$ cat src/verilog/rpt_params.svh
// constants for the pulse, trim, lock and test control block
`ifndef RPT_PARAMS_SVH
`define RPT_PARAMS_SVH
// register offsets
`define RPT_ADR_CTRL      8'h00
`define RPT_ADR_FLAGS     8'h01
`define RPT_ADR_SEL       8'h02
`define RPT_ADR_TRIM      8'h10
`define RPT_ADR_HOURS     8'h23
`define RPT_ADR_RAM_HI    4'h5
// main_control fields
`define RPT_B_TUNE        0
`define RPT_B_PULSE_EN    1
`define RPT_B_TIMER_EN    3
`define RPT_B_H12         4
`define RPT_B_LOCK        5
`define RPT_B_TEST0       6
`define RPT_B_TEST1       7
// flags_and_masks and pulse_and_sync_select fields
`define RPT_B_PULSE_MASK  0
`define RPT_B_PULSE_FLAG  4
`define RPT_B_INIT        4
// reset values
`define RPT_RST_BYTE      8'h00
// timing: oscillator rate, tick rate, speed-up, tuning duty
`define RPT_OSC_HZ        32768
`define RPT_TICK_HZ       100
`define RPT_FAST          32
`define RPT_TRIM_SEC      31
`define RPT_TUNE_PCT      20
`endif

$ cat src/verilog/rpt_pkg.sv
// types for the pulse, trim, lock and test control block
package rpt_pkg;
    typedef enum logic [1:0] {
        RPT_NORMAL,
        RPT_FAST32,
        RPT_PAR100,
        RPT_PAR3K2
    } rpt_test_type;
    // host bus pins as the host drives them
    typedef struct packed {
        logic       cs_n;
        logic       data_sel;
        logic       rd_n;
        logic       wr_n;
        logic [7:0] ad;
    } rpt_bus_type;
endpackage

$ cat src/verilog/rpt_core.sv
// pulse source, time-set lock, trimming, tuning and test control
`timescale 1ns/1ps
`include "rpt_params.svh"
module rpt_core #(
    parameter int TRIM_WIN_OSC = `RPT_OSC_HZ * `RPT_TRIM_SEC
) (
    input  wire logic              mclk_i,
    input  wire logic              srst_i,
    input  wire rpt_pkg::rpt_bus_type bus_i,
    input  wire logic              osc_i,
    input  wire logic              standby_i,
    output logic [7:0]             dat_o,
    output logic                   dat_oe_n_o,
    output logic                   irq_o,
    output logic                   irq_oe_n_o
);
    import rpt_pkg::*;

    localparam logic [16:0] OSC_FULL = 17'(`RPT_OSC_HZ);
    localparam logic [16:0] INC_SLOW = 17'(`RPT_TICK_HZ);
    localparam logic [16:0] INC_FAST = 17'(`RPT_TICK_HZ * `RPT_FAST);
    localparam logic [8:0]  TUNE_LOW =
        9'(`RPT_OSC_HZ * `RPT_TUNE_PCT / (100 * `RPT_TICK_HZ));

    // ----------------------------------------------------------------
    // pin synchronisers
    // ----------------------------------------------------------------
    rpt_bus_type bus_s1_reg, bus_s2_reg, bus_d_reg;
    logic [1:0]  misc_s1_reg, misc_s2_reg;
    logic        osc_d_reg;
    // first stage feeds only the second stage
    always_ff @(posedge mclk_i) begin
        bus_s1_reg  <= bus_i;
        bus_s2_reg  <= bus_s1_reg;
        bus_d_reg   <= bus_s2_reg;
        misc_s1_reg <= {standby_i, osc_i};
        misc_s2_reg <= misc_s1_reg;
        osc_d_reg   <= misc_s2_reg[0];
    end
    logic standby, osc_edge, wr_go, wr_adr, wr_dat, rd_act;
    assign standby  = misc_s2_reg[1];
    assign osc_edge = misc_s2_reg[0] & ~osc_d_reg;
    // writes act once per strobe, on its synchronised falling edge; rd_act follows the strobe level
    assign wr_go  = ~bus_s2_reg.cs_n & ~bus_s2_reg.wr_n & bus_d_reg.wr_n;
    assign wr_adr = wr_go & ~bus_s2_reg.data_sel;
    assign wr_dat = wr_go & bus_s2_reg.data_sel;
    assign rd_act = ~bus_s2_reg.cs_n & ~bus_s2_reg.rd_n
                  & bus_s2_reg.data_sel;

    // ----------------------------------------------------------------
    // registers
    // ----------------------------------------------------------------
    logic [7:0] adr_reg, ctrl_reg, sel_reg, trim_reg;
    logic [3:0] mask_reg;
    logic       pflag_reg, tune_reg, tune_arm_reg;
    logic [7:0] ram_reg [16];
    logic       init_go, pulse_ev, lock, w_ctrl, w_flags, w_trim, w_hours;
    rpt_test_type test;
    assign test    = rpt_test_type'(ctrl_reg[`RPT_B_TEST1:`RPT_B_TEST0]);
    assign lock    = ctrl_reg[`RPT_B_LOCK];
    assign w_ctrl  = wr_dat & (adr_reg == `RPT_ADR_CTRL);
    assign w_flags = wr_dat & (adr_reg == `RPT_ADR_FLAGS);
    assign w_trim  = wr_dat & (adr_reg == `RPT_ADR_TRIM) & ~lock;
    assign w_hours = wr_dat & (adr_reg == `RPT_ADR_HOURS) & ~lock;
    // one then zero on the init bit
    assign init_go = wr_dat & (adr_reg == `RPT_ADR_SEL)
                   & sel_reg[`RPT_B_INIT] & ~bus_s2_reg.ad[`RPT_B_INIT];

    // address phase latches the pointer
    always_ff @(posedge mclk_i) begin
        if (srst_i) begin
            adr_reg <= `RPT_RST_BYTE;
        end else if (wr_adr) begin
            adr_reg <= bus_s2_reg.ad;
        end
    end

    // control: init clears lock, format and test bits
    always_ff @(posedge mclk_i) begin
        if (srst_i) begin
            ctrl_reg <= `RPT_RST_BYTE;
            tune_reg <= 1'b0;
        end else if (init_go) begin
            ctrl_reg <= `RPT_RST_BYTE;
            tune_reg <= 1'b1;
        end else if (w_ctrl) begin
            ctrl_reg <= bus_s2_reg.ad;
            if (!bus_s2_reg.ad[`RPT_B_TUNE]) begin
                tune_reg <= 1'b0;
            end
        end
    end

    // select register; more than one pulse bit means off
    always_ff @(posedge mclk_i) begin
        if (srst_i || init_go) begin
            sel_reg <= `RPT_RST_BYTE;
        end else if (wr_dat && adr_reg == `RPT_ADR_SEL) begin
            sel_reg <= bus_s2_reg.ad;
        end
    end

    // pulse flag: a new pulse beats a clear in the same cycle
    always_ff @(posedge mclk_i) begin
        if (srst_i || init_go) begin
            pflag_reg <= 1'b0;
            mask_reg  <= 4'h0;
        end else begin
            if (pulse_ev) begin
                pflag_reg <= 1'b1;
            end else if (w_flags && !bus_s2_reg.ad[`RPT_B_PULSE_FLAG]) begin
                pflag_reg <= 1'b0;
            end
            if (w_flags) begin
                mask_reg <= bus_s2_reg.ad[3:0];
            end
        end
    end

    // trim value; tuning arms on a zero write
    always_ff @(posedge mclk_i) begin
        if (srst_i) begin
            trim_reg     <= `RPT_RST_BYTE;
            tune_arm_reg <= 1'b0;
        end else begin
            if (w_trim) begin
                trim_reg <= bus_s2_reg.ad;
            end
            if (!tune_reg || init_go) begin
                tune_arm_reg <= 1'b0;
            end else if (w_trim && bus_s2_reg.ad == 8'h00) begin
                tune_arm_reg <= 1'b1;
            end
        end
    end

    // user RAM ignores the lock
    always_ff @(posedge mclk_i) begin
        if (wr_dat && adr_reg[7:4] == `RPT_ADR_RAM_HI) begin
            ram_reg[adr_reg[3:0]] <= bus_s2_reg.ad;
        end
    end

    // ----------------------------------------------------------------
    // divider chain with trimming
    // ----------------------------------------------------------------
    logic [19:0] win_reg;
    logic [7:0]  skip_reg;
    logic        keep;
    // swallowed edges never reach the divider
    assign keep = osc_edge & (skip_reg == 8'h00);
    always_ff @(posedge mclk_i) begin
        if (srst_i) begin
            win_reg  <= 20'h0_0000;
            skip_reg <= 8'h00;
        end else if (osc_edge) begin
            if (win_reg == 20'(TRIM_WIN_OSC - 1)) begin
                win_reg  <= 20'h0_0000;
                skip_reg <= ctrl_reg[`RPT_B_TEST1] ? 8'h00 : trim_reg;
            end else begin
                win_reg <= win_reg + 20'h0_0001;
                if (skip_reg != 8'h00) begin
                    skip_reg <= ctrl_reg[`RPT_B_TEST1] ? 8'h00
                              : skip_reg - 8'h01;
                end
            end
        end
    end

    // fractional divide to the tick; faster in the RPT_FAST32 and RPT_PAR3K2 test modes
    logic [16:0] acc_reg, acc_sum;
    logic [8:0]  phase_reg;
    logic        tick;
    assign acc_sum = acc_reg + ((test == RPT_FAST32 || test == RPT_PAR3K2)
                   ? INC_FAST : INC_SLOW);
    assign tick = keep & (acc_sum >= OSC_FULL);
    always_ff @(posedge mclk_i) begin
        if (srst_i) begin
            acc_reg   <= 17'h0_0000;
            phase_reg <= 9'h000;
        end else if (keep) begin
            acc_reg   <= tick ? acc_sum - OSC_FULL : acc_sum;
            phase_reg <= tick ? 9'h000
                       : (phase_reg == 9'h1FF ? phase_reg
                       : phase_reg + 9'h001);
        end
    end

    // ----------------------------------------------------------------
    // clock counters, 24-hour binary inside
    // ----------------------------------------------------------------
    logic [6:0] hund_reg, sec_reg, min_reg;
    logic [4:0] hour_reg;
    logic       par, h_wrap, s_wrap, m_wrap;
    assign par    = test == RPT_PAR100 || test == RPT_PAR3K2;
    assign h_wrap = hund_reg == 7'd99;
    assign s_wrap = sec_reg == 7'd59;
    assign m_wrap = min_reg == 7'd59;
    always_ff @(posedge mclk_i) begin
        if (srst_i) begin
            hund_reg <= 7'd0;
            sec_reg  <= 7'd0;
            min_reg  <= 7'd0;
            hour_reg <= 5'd0;
        end else if (w_hours) begin
            hour_reg <= to24(bus_s2_reg.ad, ctrl_reg[`RPT_B_H12]);
        end else if (tick && par) begin
            if (ctrl_reg[`RPT_B_TIMER_EN]) begin
                hund_reg <= h_wrap ? 7'd0 : hund_reg + 7'd1;
                sec_reg  <= s_wrap ? 7'd0 : sec_reg + 7'd1;
                min_reg  <= m_wrap ? 7'd0 : min_reg + 7'd1;
                hour_reg <= hour_reg == 5'd23 ? 5'd0 : hour_reg + 5'd1;
            end
        end else if (tick) begin
            hund_reg <= h_wrap ? 7'd0 : hund_reg + 7'd1;
            if (h_wrap) begin
                sec_reg <= s_wrap ? 7'd0 : sec_reg + 7'd1;
                if (s_wrap) begin
                    min_reg <= m_wrap ? 7'd0 : min_reg + 7'd1;
                    if (m_wrap) begin
                        hour_reg <= hour_reg == 5'd23 ? 5'd0
                                  : hour_reg + 5'd1;
                    end
                end
            end
        end
    end

    // host hours byte (BCD, 12h carries PM in bit 7) to 24h binary
    function automatic logic [4:0] to24(input logic [7:0] v,
                                        input logic h12);
        logic [4:0] b;
        b = 5'(v[5:4] * 4'd10) + 5'(v[3:0]);
        if (!h12) begin
            return b;
        end
        if (b == 5'd12) begin
            b = 5'd0;
        end
        return v[7] ? b + 5'd12 : b;
    endfunction

    // 24h binary to the host view in the chosen format
    function automatic logic [7:0] from24(input logic [4:0] h,
                                          input logic h12);
        logic [4:0] b;
        b = h;
        if (h12) begin
            b = (h >= 5'd12) ? h - 5'd12 : h;
            b = (b == 5'd0) ? 5'd12 : b;
        end
        return {h12 & (h >= 5'd12), 1'b0,
                (b >= 5'd20) ? 2'd2 : (b >= 5'd10) ? 2'd1 : 2'd0,
                4'((b >= 5'd20) ? b - 5'd20
                 : (b >= 5'd10) ? b - 5'd10 : b)};
    endfunction

    // ----------------------------------------------------------------
    // pulse source and interrupt pin
    // ----------------------------------------------------------------
    logic [3:0] psel;
    logic       onehot, pulse_on, irq_act, tune_low;
    assign psel     = sel_reg[3:0];
    assign onehot   = psel != 4'h0 && (psel & (psel - 4'h1)) == 4'h0;
    // enable bit stays untouched in standby, so pulses resume after it
    assign pulse_on = ctrl_reg[`RPT_B_PULSE_EN] & onehot & ~standby;
    assign pulse_ev = tick & pulse_on & ((psel[0])
                    | (psel[1] & (hund_reg % 7'd10 == 7'd9))
                    | (psel[2] & h_wrap)
                    | (psel[3] & h_wrap & s_wrap));
    assign tune_low = tune_arm_reg & (phase_reg < TUNE_LOW);
    // pulse cannot pull the pin during standby
    assign irq_act  = pflag_reg & mask_reg[`RPT_B_PULSE_MASK] & ~standby;

    // open drain: enable low pulls the pin low
    always_ff @(posedge mclk_i) begin
        if (srst_i) begin
            irq_oe_n_o <= 1'b1;
            irq_o      <= 1'b0;
        end else begin
            irq_oe_n_o <= tune_arm_reg ? ~tune_low : ~irq_act;
            irq_o      <= 1'b0;
        end
    end

    // read path; reads of clock data never blocked by the lock
    always_ff @(posedge mclk_i) begin
        if (srst_i) begin
            dat_o      <= `RPT_RST_BYTE;
            dat_oe_n_o <= 1'b1;
        end else begin
            dat_oe_n_o <= ~rd_act;
            unique case (adr_reg)
                `RPT_ADR_CTRL:  dat_o <= {ctrl_reg[7:1], tune_reg};
                `RPT_ADR_FLAGS: dat_o <= {3'b000, pflag_reg, mask_reg};
                `RPT_ADR_SEL:   dat_o <= sel_reg;
                `RPT_ADR_TRIM:  dat_o <= trim_reg;
                `RPT_ADR_HOURS: dat_o <= from24(hour_reg,
                                    ctrl_reg[`RPT_B_H12]);
                default: dat_o <= (adr_reg[7:4] == `RPT_ADR_RAM_HI)
                                ? ram_reg[adr_reg[3:0]] : 8'h00;
            endcase
        end
    end

    // ----------------------------------------------------------------
    // assertions
    // ----------------------------------------------------------------
    property p_pulse_flag;
        @(posedge mclk_i) disable iff (srst_i)
        pulse_ev |=> pflag_reg;
    endproperty
    a_pulse_flag: assert property (p_pulse_flag)
        else $error("pulse did not set flag");
    property p_multi_off;
        @(posedge mclk_i) disable iff (srst_i)
        !onehot |-> !pulse_ev;
    endproperty
    a_multi_off: assert property (p_multi_off)
        else $error("pulse with bad select");
    property p_standby;
        @(posedge mclk_i) disable iff (srst_i)
        standby |-> !pulse_ev && !irq_act;
    endproperty
    a_standby: assert property (p_standby)
        else $error("pulse active in standby");
    property p_irq_hold;
        @(posedge mclk_i) disable iff (srst_i)
        irq_act && !tune_arm_reg ##1 !tune_arm_reg |-> !irq_oe_n_o;
    endproperty
    a_irq_hold: assert property (p_irq_hold)
        else $error("irq not held for flag");
    property p_lock_trim;
        @(posedge mclk_i) disable iff (srst_i)
        lock && !$past(init_go) ##1 1'b1 |-> $stable(trim_reg);
    endproperty
    a_lock_trim: assert property (p_lock_trim)
        else $error("trim changed while locked");
    property p_init;
        @(posedge mclk_i) disable iff (srst_i)
        init_go |=> ctrl_reg == 8'h00 && tune_reg && !pflag_reg;
    endproperty
    a_init: assert property (p_init)
        else $error("init did not clear state");
    property p_test1_trim;
        @(posedge mclk_i) disable iff (srst_i)
        ctrl_reg[`RPT_B_TEST1] && osc_edge |=> skip_reg == 8'h00;
    endproperty
    a_test1_trim: assert property (p_test1_trim)
        else $error("trim active in test");
    property p_pm_bit;
        @(posedge mclk_i) disable iff (srst_i)
        rd_act && adr_reg == `RPT_ADR_HOURS && !ctrl_reg[`RPT_B_H12]
        && $stable(adr_reg) ##1 $stable(ctrl_reg) |-> !dat_o[7];
    endproperty
    a_pm_bit: assert property (p_pm_bit)
        else $error("pm bit set in 24h");
    c_pulse: cover property (@(posedge mclk_i) pulse_ev ##[1:20] w_flags);
    c_tune: cover property (@(posedge mclk_i) tune_arm_reg && tune_low);
    c_lock: cover property (@(posedge mclk_i) lock && wr_dat
                            && adr_reg == `RPT_ADR_TRIM);
endmodule

$ cat config.mk
export PLATFORM = sky130hd
export DESIGN_NAME = rpt_core
export DESIGN_NICKNAME = d
export VERILOG_FILES = /design/src/verilog/rpt_pkg.sv /design/src/verilog/rpt_core.sv
export VERILOG_INCLUDE_DIRS = /design/src /design/src/verilog
export SDC_FILE = /design/constraint.sdc
export NUM_CORES = 1
export LEC_CHECK = 0
export BUFFER_PORTS_ARGS = -buffer_cell sky130_fd_sc_hd__buf_2
export CAP_MARGIN = 15
export CORE_UTILIZATION = 50
export CTS_BUF_LIST = sky130_fd_sc_hd__clkbuf_16
export CTS_CLUSTER_DIAMETER = 120
export DETAILED_ROUTE_END_ITERATION = 10
export PLACE_DENSITY = 0.68
export SYNTH_ARGS = -nofsm -noshare
export SYNTH_HDL_FRONTEND = slang
export SYNTH_SLANG_ARGS = --single-unit
$ cat constraint.sdc
create_clock -name mclk_i -period 3 [get_ports mclk_i]
set_input_delay 0.3 -clock mclk_i [delete_from_list [all_inputs] [get_ports mclk_i]]
set_output_delay 0.3 -clock mclk_i [all_outputs]
set_load 0.02 [all_outputs]
# [Yosys cells after proc, flatten, opt, wreduce, memory -nomap -nowiden]
# Memory sizes are Yosys's and may differ from the RTL's. A register that Yosys moved wholly into a read port is not among the register bits.
# Index checks and enable logic that the tools add are counted.
[classes] n_addsub=15 multipliers=1 div=1 order_cmp=5 n_eq_ne=20 muxes=63 bitwise=46 n_reduce_logical=38
[op_table] cell="2-to-1 mux 7 bit" count=15
[op_table] cell="2-to-1 mux 5 bit" count=20
[op_table] cell="2-to-1 mux 8 bit" count=5
[op_table] cell="one-hot mux 8 bit (5 select lines)" count=1
[op_table] cell="AND 1 bit" count=30
[op_table] cell="logical NOT 8 bit" count=3
[op_table] cell="adder 7 x 1 -> 7 bit, second input constant" count=3
[op_table] cell="adder 20 x 1 -> 20 bit, second input constant" count=1
[op_table] cell="== test 20 bit, second input constant" count=1
[op_table] cell="2-to-1 mux 20 bit" count=1
[op_table] cell="2-to-1 mux 9 bit" count=2
[op_table] cell="adder 17 x 12 -> 17 bit" count=1
[op_table] cell=">= comparator 17 x 16 -> 1 bit, second input constant" count=1
[op_table] cell="2-to-1 mux 17 bit" count=1
[op_table] cell="subtractor 17 x 16 -> 17 bit, second input constant" count=1
[op_table] cell="2-to-1 mux 4 bit" count=4
[op_table] cell="== test 7 x 6 -> 1 bit, second input constant" count=2
[op_table] cell="2-to-1 mux 1 bit" count=12
[op_table] cell="2-to-1 mux 12 bit" count=1
[op_table] cell="inverter 1 bit" count=12
[op_table] cell="nonzero test 2 bit" count=6
[op_table] cell="nonzero test 3 bit" count=4
[op_table] cell=">= comparator 5 x 4 -> 1 bit, second input constant" count=2
[op_table] cell="AND reduction 5 bit" count=2
[op_table] cell="other kinds (42)" count=58
[word_totals] register_bits=159 mem_bits_rw=128 inputBits=16 output_inout_bits=11 n_memories=1
[memory_table] name="ram_reg" depth=16 word_bits=8 rd=1 rd_clocked_by_memory_dff=1 write_ports=1 line="rpt_core.sv:56" source="logic [7:0] ram_reg [16];"

# [Logic depth before layout (Yosys ltp)]
[logic_depth] depth_word=15 ltp_mapped=16 depth_no_buf=13

# [Least setup slack after synthesis]
# No wires, ideal clock.
[synth_path] kind="reg2reg" start="register ctrl_reg[6]" end="register min_reg[6]" setup_ps=123 t_arrival_ps=3156 t_required_ps=2877 slack_ps=-279 stages_incl_launch_ff=16 path_buffers=4 synth_period_minus_slack_ps=3279 path_cell_list="dfxtp_1 > clkbuf_1 > ha_1 > buf_6 > or3_1 > buf_2 > o221ai_1 > a21oi_1 > xor2_1 > inv_1 > ha_1 > inv_1 > a41oi_4 > buf_6 > nor4b_1 > mux2_1"
[synth_via] elab_chain_cells=9 elab_cells_between_ends=16
[synth_rtl] item="from (decl)" line="rpt_core.sv:53" source="logic [7:0] adr_reg, ctrl_reg, sel_reg, trim_reg;"
[synth_rtl] item="from (signal assigned)" line="rpt_core.sv:81" source="ctrl_reg <= `RPT_RST_BYTE;"
[synth_rtl] item="from (signal assigned)" line="rpt_core.sv:84" source="ctrl_reg <= `RPT_RST_BYTE;"
[synth_rtl] item="from (signal assigned)" line="rpt_core.sv:87" source="ctrl_reg <= bus_s2_reg.ad;"
[synth_rtl] item="== test 2 x 1 -> 1 bit or == test 2 bit (tied branches)" line="rpt_core.sv:174, rpt_core.sv:195"
[synth_rtl] item="logical OR 1 bit" line="rpt_core.sv:174" source="assign acc_sum = acc_reg + ((test == RPT_FAST32 || test == RPT_PAR3K2)"
[synth_rtl] item="2-to-1 mux 12 bit" line="rpt_core.sv:175" source="? INC_FAST : INC_SLOW);"
[synth_rtl] item="adder 17 x 12 -> 17 bit" line="rpt_core.sv:174"
[synth_rtl] item=">= comparator 17 x 16 -> 1 bit" line="rpt_core.sv:176" source="assign tick = keep & (acc_sum >= OSC_FULL);"
[synth_rtl] item="AND 1 bit" line="rpt_core.sv:176"
[synth_rtl] item="logical AND 1 bit" line="rpt_core.sv:207" source="end else if (tick && par) begin"
[synth_rtl] item="!= test 2 bit (no line) or nonzero test 2 bit (tied branches)"
[synth_rtl] item="AND reduction 5 bit (no line)"
[synth_rtl] item="to (signal assigned)" line="rpt_core.sv:211" source="min_reg <= m_wrap ? 7'd0 : min_reg + 7'd1;"
[synth_rtl] item="to (signal assigned)" line="rpt_core.sv:219" source="min_reg <= m_wrap ? 7'd0 : min_reg + 7'd1;"
[synth_rtl] item="to (decl)" line="rpt_core.sv:192" source="logic [6:0] hund_reg, sec_reg, min_reg;"
# Several ways; a longest one is shown, not always the timed one.
# A chain may end at the register's enable or synchronous reset.

# [Worst setup path after layout]
[layout_path] start="register ctrl_reg[6]" end="register hour_reg[3]"
[layout_via] elab_chain_cells=9 elab_cells_between_ends=18
[layout_rtl] item="== test 2 x 1 -> 1 bit or == test 2 bit (tied branches)" line="rpt_core.sv:174, rpt_core.sv:195"
[layout_rtl] item="logical OR 1 bit" line="rpt_core.sv:174"
[layout_rtl] item="2-to-1 mux 12 bit" line="rpt_core.sv:175"
[layout_rtl] item="adder 17 x 12 -> 17 bit" line="rpt_core.sv:174"
[layout_rtl] item=">= comparator 17 x 16 -> 1 bit" line="rpt_core.sv:176"
[layout_rtl] item="AND 1 bit" line="rpt_core.sv:176"
[layout_rtl] item="logical AND 1 bit" line="rpt_core.sv:207"
[layout_rtl] item="!= test 3 bit (no line) (tied with other cells)"
[layout_rtl] item="AND reduction 5 bit (no line) or 2-to-1 mux 5 bit (tied branches)"
[layout_rtl] item="to (signal assigned)" line="rpt_core.sv:206" source="hour_reg <= to24(bus_s2_reg.ad, ctrl_reg[`RPT_B_H12]);"
[layout_rtl] item="to (signal assigned)" line="rpt_core.sv:212" source="hour_reg <= hour_reg == 5'd23 ? 5'd0 : hour_reg + 5'd1;"
[layout_rtl] item="to (signal assigned)" line="rpt_core.sv:221" source="hour_reg <= hour_reg == 5'd23 ? 5'd0"
[layout_rtl] item="to (decl)" line="rpt_core.sv:193" source="logic [4:0] hour_reg;"
# Several ways; a longest one is shown, not always the timed one.

==> metrics.md <==
| Metric | Value |
|---|---|
| Post-Syn Area | `0.0129 mm2` |
| Async set-or-reset flop fraction in the synthesized netlist | `0` |
| CTS tree | `yes` |
| Register clock-pin slew on the reported worst setup and hold paths | `0.06 ns` |
| Hold_ws | `0.326 ns` |
| Power Total | `9.86 mW` |
| Clock root buffer | `clkbuf_16` |
| Synth area leaders | `edfxtp_1 30%, dfxtp_1 25%, mux4_2 7.0%, nand2_1 3.7%, a21oi_1 3.4%` |
| Largest net degree at the start of global routing | `77` |
| Max frequency | `332 MHz` |
| Simple-Gate Fraction of Synth Area | `0.168` |
| EDFF count, synth | `between 100 and 150` |
| Worst vdd ir | `597 uV` |
| Die width | `163 um` |
| Min cycle time layout | `3.02 ns` |
| Worst Path Required | `3.47 ns` |
| GR Layer Usage met3 | `0.0313` |
| GPL Wtd Cong | `just under 0.9` |
| CTS sink count | `~290` |
| Register area | `0.00705 mm2` |
| CP Capture Type | `register` |
| Layout cells sized above 1 | `0.219` |
| Multi-input gate area | `0.00587 mm2` |
| Clock latency on the worst-skew pair | `0.58 ns` |
| Max Cap Viol | `0` |
| Worst Setup Path Type | `register to register` |
| Clk_skew | `0.0337 ns` |
| Via/cell ratio | `~5.8` |
| Yosys top cell by area | `edfxtp_1` |
| Vias in the first global route | `around 9400` |
| PnR worst setup slack | `-0.0151 ns` |
| Unrepaired setup endpoints after global routing | `true` |
| Most common cell after layout, fill and taps aside | `dfxtp_1` |
| Post-route insts no fill | `1641` |
| Leakage | `5.36 nW` |
| Met2 Usage GRT | `0.401` |
| Boundary Pins | `27` |
| Failing checks | `setup timing` |
| Layout Nets | `1333` |
| Clock Tree Buf Depth | `3` |
| GRT Resource Usage Total | `0.233` |
| Largest family of logic cells by synthesized area | `simple AND/OR/NAND/NOR gates` |
| GR peak layer | `met2` |
| Slew Viols, Final | `0` |
| Initial core utilization | `0.512` |
| Total gr overflow | `0` |
| Cell Count Post-Placement | `1558` |
| XOR/XNOR share of the synthesized area | `0.0312` |
| TritonRoute pass-1 iters | `6` |
| Die area | `0.0265 mm2` |
| Relative slew margins | `0.374` |
| Avg Cell Area, Syn | `11.0 um2` |
| Filler Cells Inserted | `1986` |
| Ys Warns | `0` |
| Sequential area share after synthesis | `0.545` |
| Synth-to-Final Area Change | `20.1%` |
| Yosys top cell area share | `0.297` |
| Worst Tran Pin Value | `0.938 ns` |
| Post-synthesis cell count | `approximately 1200` |
| Starting DRT DRC Count | `709` |
| CP startpoint kind | `register` |
| Via count | `9535` |
| Placement Setup Slack | `-0.259 ns` |
| Core area | `0.0253 mm2` |
| H-tree Lvls | `1` |
| Synth Area in Compound Gates | `0.112` |
| CP max FO | `7` |
| Final TNS setup | `-0.0151 ns` |
| HPWL after DPL | `19.8 mm` |
| Post-DR wirelength/cell | `around 18 um` |
| Port buffer count | `25` |
| Placement Rows | `58` |
| Final Cycle Share | `1.01` |
| Final Util | `0.615` |
| Cell variety after synth | `between 80 and 90` |
| Max reg flops | `128` |
| Main synth FF type | `dfxtp_1` |
| # setup viols final | `1` |
| Post-synth net total | `1220` |
| Cell area after layout | `0.0155 mm2` |
| PwrDens | `635 mW/mm2` |
| CP Data Arrival Time | `3.48 ns` |
| Remaining DRCs | `0` |
| Yosys reg bits | `288` |
| Met1 Use GR | `0.311` |
| TritonCTS buffer count | `30` |
| First-pass GRT wire length | `48.9 mm` |
| Post-route ant nets | `0` |
| Post-DP Area | `roughly 0.014 mm2` |
| Die height | `163 um` |
| Most frequent cells in the layout | `156 x dfxtp_1, 128 x edfxtp_1, 126 x nand2_1, 97 x nor2_1, 91 x buf_4` |
| Drt total wl | `30.0 mm` |
| Status | `finished with violations` |
| Worst min path class | `register to register` |
| Number of diodes | `0` |
| Adder-Cell Fraction of Synth Area | `0.0287` |
| Final hold vios | `0` |
| Initial antenna violation count | `0` |
| Mux share of post-synthesis cell area | `0.0848` |
## worst paths after layout
check / from / end / cells after the start / slack (ns)
hold reg to reg: misc_s1_reg[0]$_DFF_P_ / misc_s2_reg[0]$_DFF_P_ / 0 / 0.33
setup reg to reg: ctrl_reg[6]$_SDFFE_PP0P_ / hour_reg[3]$_SDFFE_PP0P_ / 14 / -0.02
hold / removal: misc_s1_reg[0]$_DFF_P_ / misc_s2_reg[0]$_DFF_P_ / 0 / 0.33
setup / recovery: ctrl_reg[6]$_SDFFE_PP0P_ / hour_reg[3]$_SDFFE_PP0P_ / 14 / -0.02
## cell usage after synthesis, types with 4 or more instances
library cell,instances
a311oi_1,4
inv_1,28
and2_1,11
edfxtp_1,128
a31oi_1,5
nand3b_1,5
ha_1,28
xnor2_1,19
nand2b_1,13
dfxtp_1,160
buf_1,5
buf_2,5
o311ai_1,4
and4_1,5
or2_2,7
or4_1,16
nand3_1,44
mux2i_1,15
mux4_2,40
nor3_1,28
nor3b_1,6
o21ai_0,27
a221oi_1,5
clkbuf_1,52
o31ai_1,13
nor4_1,8
nor2b_1,6
nand2_1,127
a21oi_1,88
nand4_1,18
a211oi_1,8
or3_1,12
and3_1,14
nor2_1,97
o21ai_1,17
xor2_1,27
## kinds of logic after synthesis
family / Yosys count
xor+xnor: 46
buf+inv: 94
other cells: 1
compound gates: 224
simple gates: 434
flops: 288
fa+ha+maj: 29
mux: 59
## metal layers
| metal | wire length, um | vias to the layer above |
|---|---|---|
| li1 | - | 4589 |
| met1 | 13000 | 4657 |
| met2 | 15000 | 240 |
| met3 | 1420 | 49 |
| met4 | 593 | 0 |
| met5 | 0 | - |
## worst max-delay path, stage by stage, from the launching register on
cell and delay [ns]:
dfxtp_2 0.32, buf_4 0.17, ha_4 0.27, buf_4 0.11
and4_4 0.25, o221ai_4 0.11, a21oi_2 0.21, xor2_2 0.17
inv_1 0.08, ha_2 0.18, inv_2 0.07, a41oi_4 0.04
buf_6 0.18, or4_1 0.55, a311oi_2 0.22
## area by class of cell
type	count	share of cell area
clock buffer	31	0.0500
clock inverter	24	0.00967
inverter	28	0.00677
multi-input combinational	793	0.378
sequential	288	0.454
tap	330	0.0266
timing repair buffer	147	0.0743
## report_power, final
| group | total (mW) | internal (mW) | switching [mW] |
|---|---|---|---|
| registers | 4.36 | 4.22 | 0.139 |
| clock network | 3.44 | 1.95 | 1.49 |
| logic | 2.06 | 0.974 | 1.09 |
## repair_timing
item,in CTS,in global routing
gates resized for setup,37,41
buffers inserted,8,5
hold endpoints to repair,14,0
pin swaps,24,15
gates cloned,0,1
setup endpoints to repair,29,31
hold buffers,14,0
Power figures use the tool's default switching activity.
